## src/core/bpwm_cfg.svh

```systemverilog
// register offsets, field positions, reset values and mode encodings of the pwm timer
`ifndef BPWM_CFG_SVH
`define BPWM_CFG_SVH

`define BPWM_NCH            6
`define BPWM_AW             5
// register map (byte-free word index on the plain port)
`define BPWM_A_TSC          5'h00
`define BPWM_A_MOD          5'h01
`define BPWM_A_CNT          5'h02
`define BPWM_A_IRQ          5'h03
`define BPWM_A_CSC0         5'h08
`define BPWM_A_CVAL0        5'h10
// timer status/control field positions
`define BPWM_TSC_PS_LO      0
`define BPWM_TSC_RST        4
`define BPWM_TSC_HALT       5
`define BPWM_TSC_WIE        6
`define BPWM_TSC_WF         7
// channel status/control field positions
`define BPWM_CSC_FULL       0
`define BPWM_CSC_TOV        1
`define BPWM_CSC_ELS_LO     2
`define BPWM_CSC_MS_LO      4
`define BPWM_CSC_IE         6
`define BPWM_CSC_F          7
// reset values
`define BPWM_MOD_RST        16'hffff
`define BPWM_CSC_RST        8'h00
// mode and output action encodings
`define BPWM_MS_UNBUF       2'h1
`define BPWM_MS_BUF         2'h2
`define BPWM_ELS_CLR        2'h2
`define BPWM_ELS_SET        2'h3
`define BPWM_ELS_TGL        2'h1

`endif

```

## src/core/bpwm_pkg.sv

```systemverilog
// types shared by the pwm timer modules
package bpwm_pkg;

    typedef struct packed {
        logic        full;
        logic        tov;
        logic [1:0]  els;
        logic [1:0]  ms;
        logic        ie;
    } bpwm_csc_t;

    typedef struct packed {
        logic        halt;
        logic        wie;
        logic        wf;
        logic [2:0]  ps;
    } bpwm_tsc_t;

    typedef struct packed {
        logic        wr;
        logic        rd;
        logic [4:0]  addr;
        logic [15:0] wdata;
    } bpwm_bus_t;

    typedef enum logic [1:0] {
        BPWM_PIN_IDLE = 2'b00,
        BPWM_PIN_ON   = 2'b01
    } bpwm_pin_t;

endpackage

```

## src/core/bpwm_prescale.sv

```systemverilog
// counter prescaler: tick every 2**ps bus clocks, clearable
`timescale 1ns/1ps
`default_nettype none
module bpwm_prescale
    import bpwm_pkg::*;
(
    input  wire logic       clk_sys_i,
    input  wire logic       rst_i,
    input  wire logic       clr_i,
    input  wire logic       run_i,
    input  wire logic [2:0] ps_i,
    output logic            tick_o
);
    typedef struct packed {
        logic [6:0] div;
        logic       tick;
    } bpwm_ps_st_t;

    bpwm_ps_st_t st_r;
    bpwm_ps_st_t st_nxt;
    logic [6:0]  lim;

    always_comb
    begin
        lim    = 7'(({7{1'b0}} | 7'h01) << ps_i) - 7'h01;
        st_nxt = st_r;
        st_nxt.tick = 1'b0;
        if (clr_i)
        begin
            st_nxt.div = 7'h00;
        end
        else if (run_i)
        begin
            if (st_r.div >= lim)
            begin
                st_nxt.div  = 7'h00;
                st_nxt.tick = 1'b1;
            end
            else
            begin
                st_nxt.div = st_r.div + 7'h01;
            end
        end
    end

    always_ff @(posedge clk_sys_i)
    begin
        if (rst_i)
        begin
            st_r <= '0;
        end
        else
        begin
            st_r <= st_nxt;
        end
    end

    assign tick_o = st_r.tick;
endmodule // bpwm_prescale
`default_nettype wire

```

## src/core/bpwm_timer.sv

```systemverilog
// six-channel 16-bit pwm timer with buffered channel pairs
`timescale 1ns/1ps
`default_nettype none
`include "bpwm_cfg.svh"
// Notes on behaviour
// - unbuffered channel compares to its own value; writes take effect at once
// - compare fires only on equality; values skipped past give no compare
// - channel compare ends the pulse and sets the channel flag
// - wrap event ends the period and sets the wrap flag
// - link bit on channel 0/2/4 pairs with next odd channel; even pin drives
// - even value controls first; odd write takes over at next period start
// - at each later wrap the most recently written set becomes active
// - even control register runs the pair; odd pin released to gpio
// - mode field 01 selects unbuffered, 10 selects buffered
// - output action 10 drives low on compare, 11 drives high
// - toggle-at-wrap set toggles output at each wrap
// - high mode bit on even channels overrides the low mode bit
// - toggle-at-wrap clear with output action 10 gives no wrap toggle, so zero duty
// - full-duty with toggle-at-wrap gives continuous full duty; with output action 11 it holds the pin low
// - wrap flag set at modulo; irq only while wrap irq enable set
// - channel flag set on compare; irq only while channel enable set
// - timer runs in wait mode; enabled irq asserts wake request
// - halt bit stops counting; reset sets it
// - counter reset bit clears counter and prescaler, reads zero
// - at modulo the counter sets wrap flag and restarts from zero
// - pulse runs wrap to compare; period is wrap to wrap
module bpwm_timer
    import bpwm_pkg::*;
#(
    parameter int NCH = `BPWM_NCH
)
(
    input  wire logic                clk_sys_i,
    input  wire logic                rst_i,
    input  wire logic [`BPWM_AW-1:0] addr_i,
    input  wire logic [15:0]         wdata_i,
    input  wire logic                wr_i,
    input  wire logic                rd_i,
    input  wire logic                wait_i,
    output logic      [15:0]         rdata_o,
    output logic      [NCH-1:0]      ch_pin_o,
    output logic      [NCH-1:0]      ch_pin_oe_o,
    output logic                     irq_o,
    output logic                     wake_o
);
    typedef struct packed {
        bpwm_tsc_t           tsc;
        logic [15:0]         modv;
        logic [15:0]         cnt;
        bpwm_csc_t [NCH-1:0] csc;
        logic [NCH-1:0]      cf;
        logic [NCH-1:0][15:0] val;
        logic [NCH-1:0]      pin;
        logic [NCH-1:0]      oe;
        logic [2:0]          sel_odd;
        logic [2:0]          pend_odd;
        logic [2:0]          link_q;
        logic                wf_rd;
        logic [NCH-1:0]      cf_rd;
        logic [15:0]         rdata;
        logic                irq;
        logic                wake;
    } bpwm_st_t;

    bpwm_st_t   st_r;
    bpwm_st_t   st_nxt;
    logic       tick;
    logic       clr_ps;
    logic       wrap;
    logic [NCH-1:0] cmp;
    logic [2:0] link;
    logic       any_irq;

    function automatic logic is_linked(input bpwm_csc_t c);
        is_linked = c.ms[1];
    endfunction

    function automatic logic pwm_mode(input bpwm_csc_t c, input logic even);
        pwm_mode = (c.ms == `BPWM_MS_UNBUF) || (even && c.ms[1]);
    endfunction

    assign clr_ps = wr_i && (addr_i == `BPWM_A_TSC) && wdata_i[`BPWM_TSC_RST];

    bpwm_prescale u_ps
    (
        .clk_sys_i (clk_sys_i),
        .rst_i     (rst_i),
        .clr_i     (clr_ps),
        .run_i     (!st_r.tsc.halt),
        .ps_i      (st_r.tsc.ps),
        .tick_o    (tick)
    );

    always_comb
    begin
        st_nxt = st_r;
        st_nxt.rdata = 16'h0000;
        for (int p = 0; p < 3; p++)
        begin
            link[p] = is_linked(st_r.csc[2*p]);
        end
        wrap = tick && (st_r.cnt == st_r.modv);
        for (int c = 0; c < NCH; c++)
        begin
            logic [15:0] v;
            v = st_r.val[c];
            if ((c % 2 == 0) && link[c/2] && st_r.sel_odd[c/2])
            begin
                v = st_r.val[c | 1];
            end
            cmp[c] = tick && (st_r.cnt == v);
        end
        // counter
        if (tick)
        begin
            st_nxt.cnt = wrap ? 16'h0000 : st_r.cnt + 16'h0001;
        end
        if (wrap)
        begin
            st_nxt.tsc.wf = 1'b1;
        end
        // pair selection
        for (int p = 0; p < 3; p++)
        begin
            st_nxt.link_q[p] = link[p];
            if (link[p] && !st_r.link_q[p])
            begin
                st_nxt.sel_odd[p]  = 1'b0;
                st_nxt.pend_odd[p] = 1'b0;
            end
            else if (wrap)
            begin
                st_nxt.sel_odd[p] = st_r.pend_odd[p];
            end
        end
        // channel outputs and flags
        for (int c = 0; c < NCH; c++)
        begin
            logic odd_free;
            logic act;
            logic nv;
            odd_free = (c % 2 == 1) && link[c/2];
            act = pwm_mode(st_r.csc[c], c % 2 == 0) && !odd_free;
            st_nxt.oe[c] = act;
            nv = st_r.pin[c];
            if (act && wrap && st_r.csc[c].tov)
            begin
                nv = !nv;
            end
            if (act && cmp[c])
            begin
                st_nxt.cf[c] = 1'b1;
                case (st_r.csc[c].els)
                    `BPWM_ELS_CLR: nv = 1'b0;
                    `BPWM_ELS_SET: nv = 1'b1;
                    `BPWM_ELS_TGL: nv = !st_r.pin[c];
                    default:       nv = nv;
                endcase
            end
            if (act && st_r.csc[c].full && st_r.csc[c].tov)
            begin
                nv = (st_r.csc[c].els == `BPWM_ELS_SET) ? 1'b0 : 1'b1;
            end
            st_nxt.pin[c] = nv;
        end
        // register reads: flags cleared by read then write of zero
        if (rd_i)
        begin
            case (addr_i)
                `BPWM_A_TSC:
                begin
                    st_nxt.rdata = {8'h00, st_r.tsc.wf, st_r.tsc.wie, st_r.tsc.halt, 1'b0, 1'b0,
                                    st_r.tsc.ps};
                    st_nxt.wf_rd = st_r.tsc.wf;
                end
                `BPWM_A_MOD: st_nxt.rdata = st_r.modv;
                `BPWM_A_CNT: st_nxt.rdata = st_r.cnt;
                `BPWM_A_IRQ: st_nxt.rdata = {9'h000, st_r.irq, st_r.cf};
                default:
                begin
                    for (int c = 0; c < NCH; c++)
                    begin
                        if (addr_i == `BPWM_A_CSC0 + 5'(c))
                        begin
                            st_nxt.rdata = {8'h00, st_r.cf[c], st_r.csc[c].ie, st_r.csc[c].ms,
                                            st_r.csc[c].els, st_r.csc[c].tov, st_r.csc[c].full};
                            st_nxt.cf_rd[c] = st_r.cf[c];
                        end
                        if (addr_i == `BPWM_A_CVAL0 + 5'(c))
                        begin
                            st_nxt.rdata = st_r.val[c];
                        end
                    end
                end
            endcase
        end
        if (wr_i)
        begin
            case (addr_i)
                `BPWM_A_TSC:
                begin
                    st_nxt.tsc.ps   = wdata_i[`BPWM_TSC_PS_LO +: 3];
                    st_nxt.tsc.halt = wdata_i[`BPWM_TSC_HALT];
                    st_nxt.tsc.wie  = wdata_i[`BPWM_TSC_WIE];
                    if (!wdata_i[`BPWM_TSC_WF] && st_r.wf_rd && !wrap)
                    begin
                        st_nxt.tsc.wf = 1'b0;
                    end
                    st_nxt.wf_rd = 1'b0;
                    if (wdata_i[`BPWM_TSC_RST])
                    begin
                        st_nxt.cnt = 16'h0000;
                    end
                end
                `BPWM_A_MOD: st_nxt.modv = wdata_i;
                default:
                begin
                    for (int c = 0; c < NCH; c++)
                    begin
                        if (addr_i == `BPWM_A_CSC0 + 5'(c))
                        begin
                            st_nxt.csc[c].full = wdata_i[`BPWM_CSC_FULL];
                            st_nxt.csc[c].tov  = wdata_i[`BPWM_CSC_TOV];
                            st_nxt.csc[c].els  = wdata_i[`BPWM_CSC_ELS_LO +: 2];
                            st_nxt.csc[c].ms   = wdata_i[`BPWM_CSC_MS_LO +: 2];
                            st_nxt.csc[c].ie   = wdata_i[`BPWM_CSC_IE];
                            if (!wdata_i[`BPWM_CSC_F] && st_r.cf_rd[c] && !cmp[c])
                            begin
                                st_nxt.cf[c] = 1'b0;
                            end
                            st_nxt.cf_rd[c] = 1'b0;
                        end
                        if (addr_i == `BPWM_A_CVAL0 + 5'(c))
                        begin
                            st_nxt.val[c] = wdata_i;
                            if (link[c/2])
                            begin
                                st_nxt.pend_odd[c/2] = (c % 2 == 1);
                            end
                        end
                    end
                end
            endcase
        end
        any_irq = st_nxt.tsc.wf && st_nxt.tsc.wie;
        for (int c = 0; c < NCH; c++)
        begin
            if (st_nxt.cf[c] && st_nxt.csc[c].ie && !((c % 2 == 1) && link[c/2]))
            begin
                any_irq = 1'b1;
            end
        end
        st_nxt.irq  = any_irq;
        st_nxt.wake = any_irq && wait_i;
    end

    always_ff @(posedge clk_sys_i)
    begin
        if (rst_i)
        begin
            st_r          <= '0;
            st_r.tsc.halt <= 1'b1;
            st_r.modv     <= `BPWM_MOD_RST;
        end
        else
        begin
            st_r <= st_nxt;
        end
    end

    assign rdata_o     = st_r.rdata;
    assign ch_pin_o    = st_r.pin;
    assign ch_pin_oe_o = st_r.oe;
    assign irq_o       = st_r.irq;
    assign wake_o      = st_r.wake;
endmodule // bpwm_timer
`default_nettype wire

```

## config.mk

```make
export PLATFORM = sky130hd
export DESIGN_NAME = bpwm_timer
export DESIGN_NICKNAME = d
export VERILOG_FILES = /design/src/core/bpwm_pkg.sv /design/src/core/bpwm_prescale.sv /design/src/core/bpwm_timer.sv
export VERILOG_INCLUDE_DIRS = /design/src /design/src/core
export SDC_FILE = /design/constraint.sdc
export NUM_CORES = 1
export LEC_CHECK = 0
export BUFFER_PORTS_ARGS = -buffer_cell sky130_fd_sc_hd__buf_4
export CAP_MARGIN = 20
export CORE_MARGIN = 1.5
export CORE_UTILIZATION = 34
export DETAILED_ROUTE_END_ITERATION = 7
export PLACE_DENSITY = 0.53
export SETUP_SLACK_MARGIN = 0.02
export SKIP_CTS_REPAIR_TIMING = 1
export SLEW_MARGIN = 20
export SYNTH_ARGS = -nofsm -noshare
export SYNTH_HDL_FRONTEND = slang
export SYNTH_HIERARCHICAL = 1
export SYNTH_SLANG_ARGS = --single-unit
```

## constraint.sdc

```tcl
create_clock -name clk_sys_i -period 7.29 [get_ports clk_sys_i]
set_input_delay 1.458 -clock clk_sys_i [delete_from_list [all_inputs] [get_ports clk_sys_i]]
set_output_delay 1.458 -clock clk_sys_i [all_outputs]
set_load 0.1 [all_outputs]
```

==> metrics.md <==
| Metric | Value |
|---|---|
| Die width | 195 microns |
| Pre-antenna DRT Iters | 7 |
| Routed Antenna Nets | 0 |
| Crit path buffers/inverters | 1 |
| GP Congestion | 0.956 |
| DR vias/cell | 5.81 |
| I/O pins | 56 |
| Fillers | 3688 |
| Residual DRC | 0 |
| Maximum clock insertion buffer count | 3 |
| Netlist cell types | 83 |
| Die area | 38200 sq um |
| Setup TNS | 0 ps |
| PD cells | 210 nW/um^2 |
| Crit path max fanout | 29 |
| CTS tree | yes |
| Fin crit period | 3810 ps |
| Mapped cell area | 12600 sq um |
| Overflow after GRT | 0 |
| Number of max-cap violations | 0 |
| Main synth FF type | dfxtp_1 |
| CTS buffer count | 28 |
| Leak Pwr | 0.00512 uW |
| Final HPWL DP | 35.5 mm |
| Data arrival time of the critical path | 4310 ps |
| Multi-input gate area | 7150 sq um |
| Mapped Nets | 1610 |
| Starting DRT DRC Count | 1289 |
| Avg Inst Size Synth | 7.99 sq um |
| Worst Clk Skew | 8.73 ps |
| Total Power Consumption | 2950 uW |
| Status | complete, no violations |
| Worst-margin pin slew | 1210 ps |
| Highest clock rate | 263 MHz |
| Flop2flop setup slack | 4010 ps |
| Slew headroom | 18.5% |
| M1 GR Usage | 33.6% |
| RSZ-0062 raised after global routing | false |
| Number of synthesized register bits | 236 |
| Setup ws final | 3480 ps |
| CP top delay family | simple AND/OR/NAND/NOR gates |
| Setup crit end | rdata_o[3] |
| # setup viols final | 0 |
| Critical path launch point | addr_i[0] |
| Cell taking the most area after synthesis | dfxtp_1 |
| Max stage delay on crit path | 970 ps |
| Non-filler cells, final | 2031 |
| Pre-CTS WS | 3140 ps |
| Die height | 195 microns |
| Vias | 11800 |
| Reg area | 4720 sq um |
| Worst hold slack | 470 ps |
| Syn-to-layout area delta | 11.7% |
| Commonest non-fill, non-tap cells in the layout | 303 x nand2_1, 236 x dfxtp_1, 128 x a21oi_1, 113 x nor2_1, 87 x xnor2_1 |
| Final slew viol count | 0 |
| Critical-path cell with the highest stage delay | nor3_1 |
| Cells after synthesis | 1575 |
| R2R Path End | ch_pin_o[2] |
| Critical Path RT | 7790 ps |
| Critical path class | input port to register |
| Async set-or-reset flop fraction in the synthesized netlist | 0% |
| Syn. warnings | 6 |
| Worst r2r src | st_r[204] |
| Initial antenna violation count | 0 |
| Row count | 70 |
| Worst vdd ir | 0.148 mV |
| Most common cell after layout, fill and taps aside | nand2_1 |
| GRT met2 Usage | 41.7% |
| Met3 usage | 3.13% |
| Largest net degree at the start of global routing | 104 |
| Cells on worst reg2reg path | 7 |
| Root buffer cell | clkbuf_16 |
| Layout net count | 1578 |
| Later-pin clock latency in the skew report | 560 ps |
| CP Cell Sequence | buf_4 > nand2b_1 > nor3_1 > a22oi_1 > nand4_1 > o21ai_0 > a2111oi_0 > a21o_1 |
| Hold Fails Final Rpt | 0 |
| Number of global-route vias before repair | 10900 |
| Crit start category | input port |
| N_diodes | 0 |
| Initial Util | 34.5% |
| Routed wire per std cell | 24.1 microns |
| PortBufs | 55 |
| Final clock period utilization by the worst path | 52.2% |
| CTS clk-pin slew, worst paths | 60 ps |
| Sink Count | 236 |
| Busiest grt layer | met2 |
| Share of the synthesized area in the top cell type | 37.5% |
| Critical Path Stages | 8 |
| Post-synth EDFFs | 0 |
| Dpl cells | 1981 |
| CP Capture Type | register |
| First-pass GRT wire length | 72.1 mm |
| H-tree levels | 1 |
| Worst Hold Class | register to register |
| GRT Overall Usage | 25.0% |
| DRT Wirelength | 49.0 mm |
| Share of cells above drive strength 1 | 9.66% |
| Core area | 36500 sq um |
| Sequential share of the synthesized area | 37.5% |
| Top cells by area, synth | dfxtp_1 38%, nand2_1 9.0%, xnor2_1 6.1%, a21oi_1 5.1%, mux2i_1 3.8% |
## sequential cells by signal (all words and copies together) (netlist names)
register,flops
u_ps/st_r,7
wake_o,1
irq_o,1
ch_pin_oe_o,6
st_r,195
rdata_o,16
ch_pin_o,6
link,3
u_ps/tick_o,1
## worst register-to-register path, stage by stage (launching register included)
cell     delay [ps]
dfxtp_1         730
xnor2_1         210
nand3_1          90
nor4_1          860
a21oi_1         380
or4b_1          620
a22oi_1         220
o21a_1          130
## metrics by stage
step                      util, %  instance area [sq um]
after floorplan                 -                  12600
after global placement       35.8                  13100
after detailed placement     35.8                  13100
after CTS                    38.5                  14000
after global routing         38.5                  14100
final                        38.5                  14100
## Yosys cell counts, types with 5 or more instances
cell type    n
o221ai_1     6
a21oi_1    128
a221o_1      6
or3_1        5
a21o_1       7
buf_4       28
a31oi_1     19
xnor2_1     87
o2111ai_1    7
nor2_1     115
a222oi_1    19
a22o_1      10
inv_1       23
a22oi_1     17
nor3_1      24
nand4_1     35
buf_1        6
nor2b_1     13
xor2_1      33
and2_1      14
a211oi_1     6
o21ai_0     29
nor4_1      11
a221oi_1    19
dfxtp_1    236
a2111oi_0    5
and3_1      20
clkbuf_1    80
buf_2       18
ha_1         9
o22ai_1     11
o211ai_1     8
nand2_1    303
nand4b_1     8
mux2i_1     48
nand3_1     64
nand2b_1    21
## where the power goes
| part | total, uW | internal, uW | switching, uW |
|---|---|---|---|
| clock network | 1470 | 882 | 583 |
| registers | 1310 | 1300 | 11.9 |
| logic | 173 | 45.2 | 127 |
## kinds of logic after synthesis
group	count (synthesis)	share of synthesized area [%]
compound gates	327	17.6
fa+ha+maj	9	0.895
simple gates	671	25.1
xor+xnor	120	8.35
flops	236	37.5
mux	55	4.71
buf+inv	157	5.77
## worst min-delay path by stage
stage / start / endpoint / slack [ps] / cells after the start
5_1_grt: st_r[154] / st_r[154] / 500 / 2
2_1_floorplan: st_r[156] / ch_pin_oe_o[1] / 430 / 2
6_report: st_r[149] / st_r[149] / 470 / 2
4_1_cts: st_r[149] / st_r[149] / 470 / 2
3_5_place_dp: st_r[149] / st_r[149] / 460 / 2
3_3_place_gp: st_r[149] / st_r[149] / 460 / 2
## per-layer routing
metal / part of all wire [%] / routed length [microns]
met2: 47 / 23000
met1: 43 / 21200
met3: 6.8 / 3340
met5: 0 / 0
met4: 3.0 / 1460
## layout make-up
| class | instances | share of cell area [%] |
|---|---|---|
| Tap cell | 468 | 4.17 |
| Clock inverter | 11 | 1.02 |
| Timing Repair Buffer | 72 | 3.90 |
| Sequential cell | 236 | 33.6 |
| Clock buffer | 39 | 5.79 |
| Inverter | 23 | 0.614 |
| Multi-Input combinational cell | 1182 | 50.9 |
(Power assumes the default switching activity.)
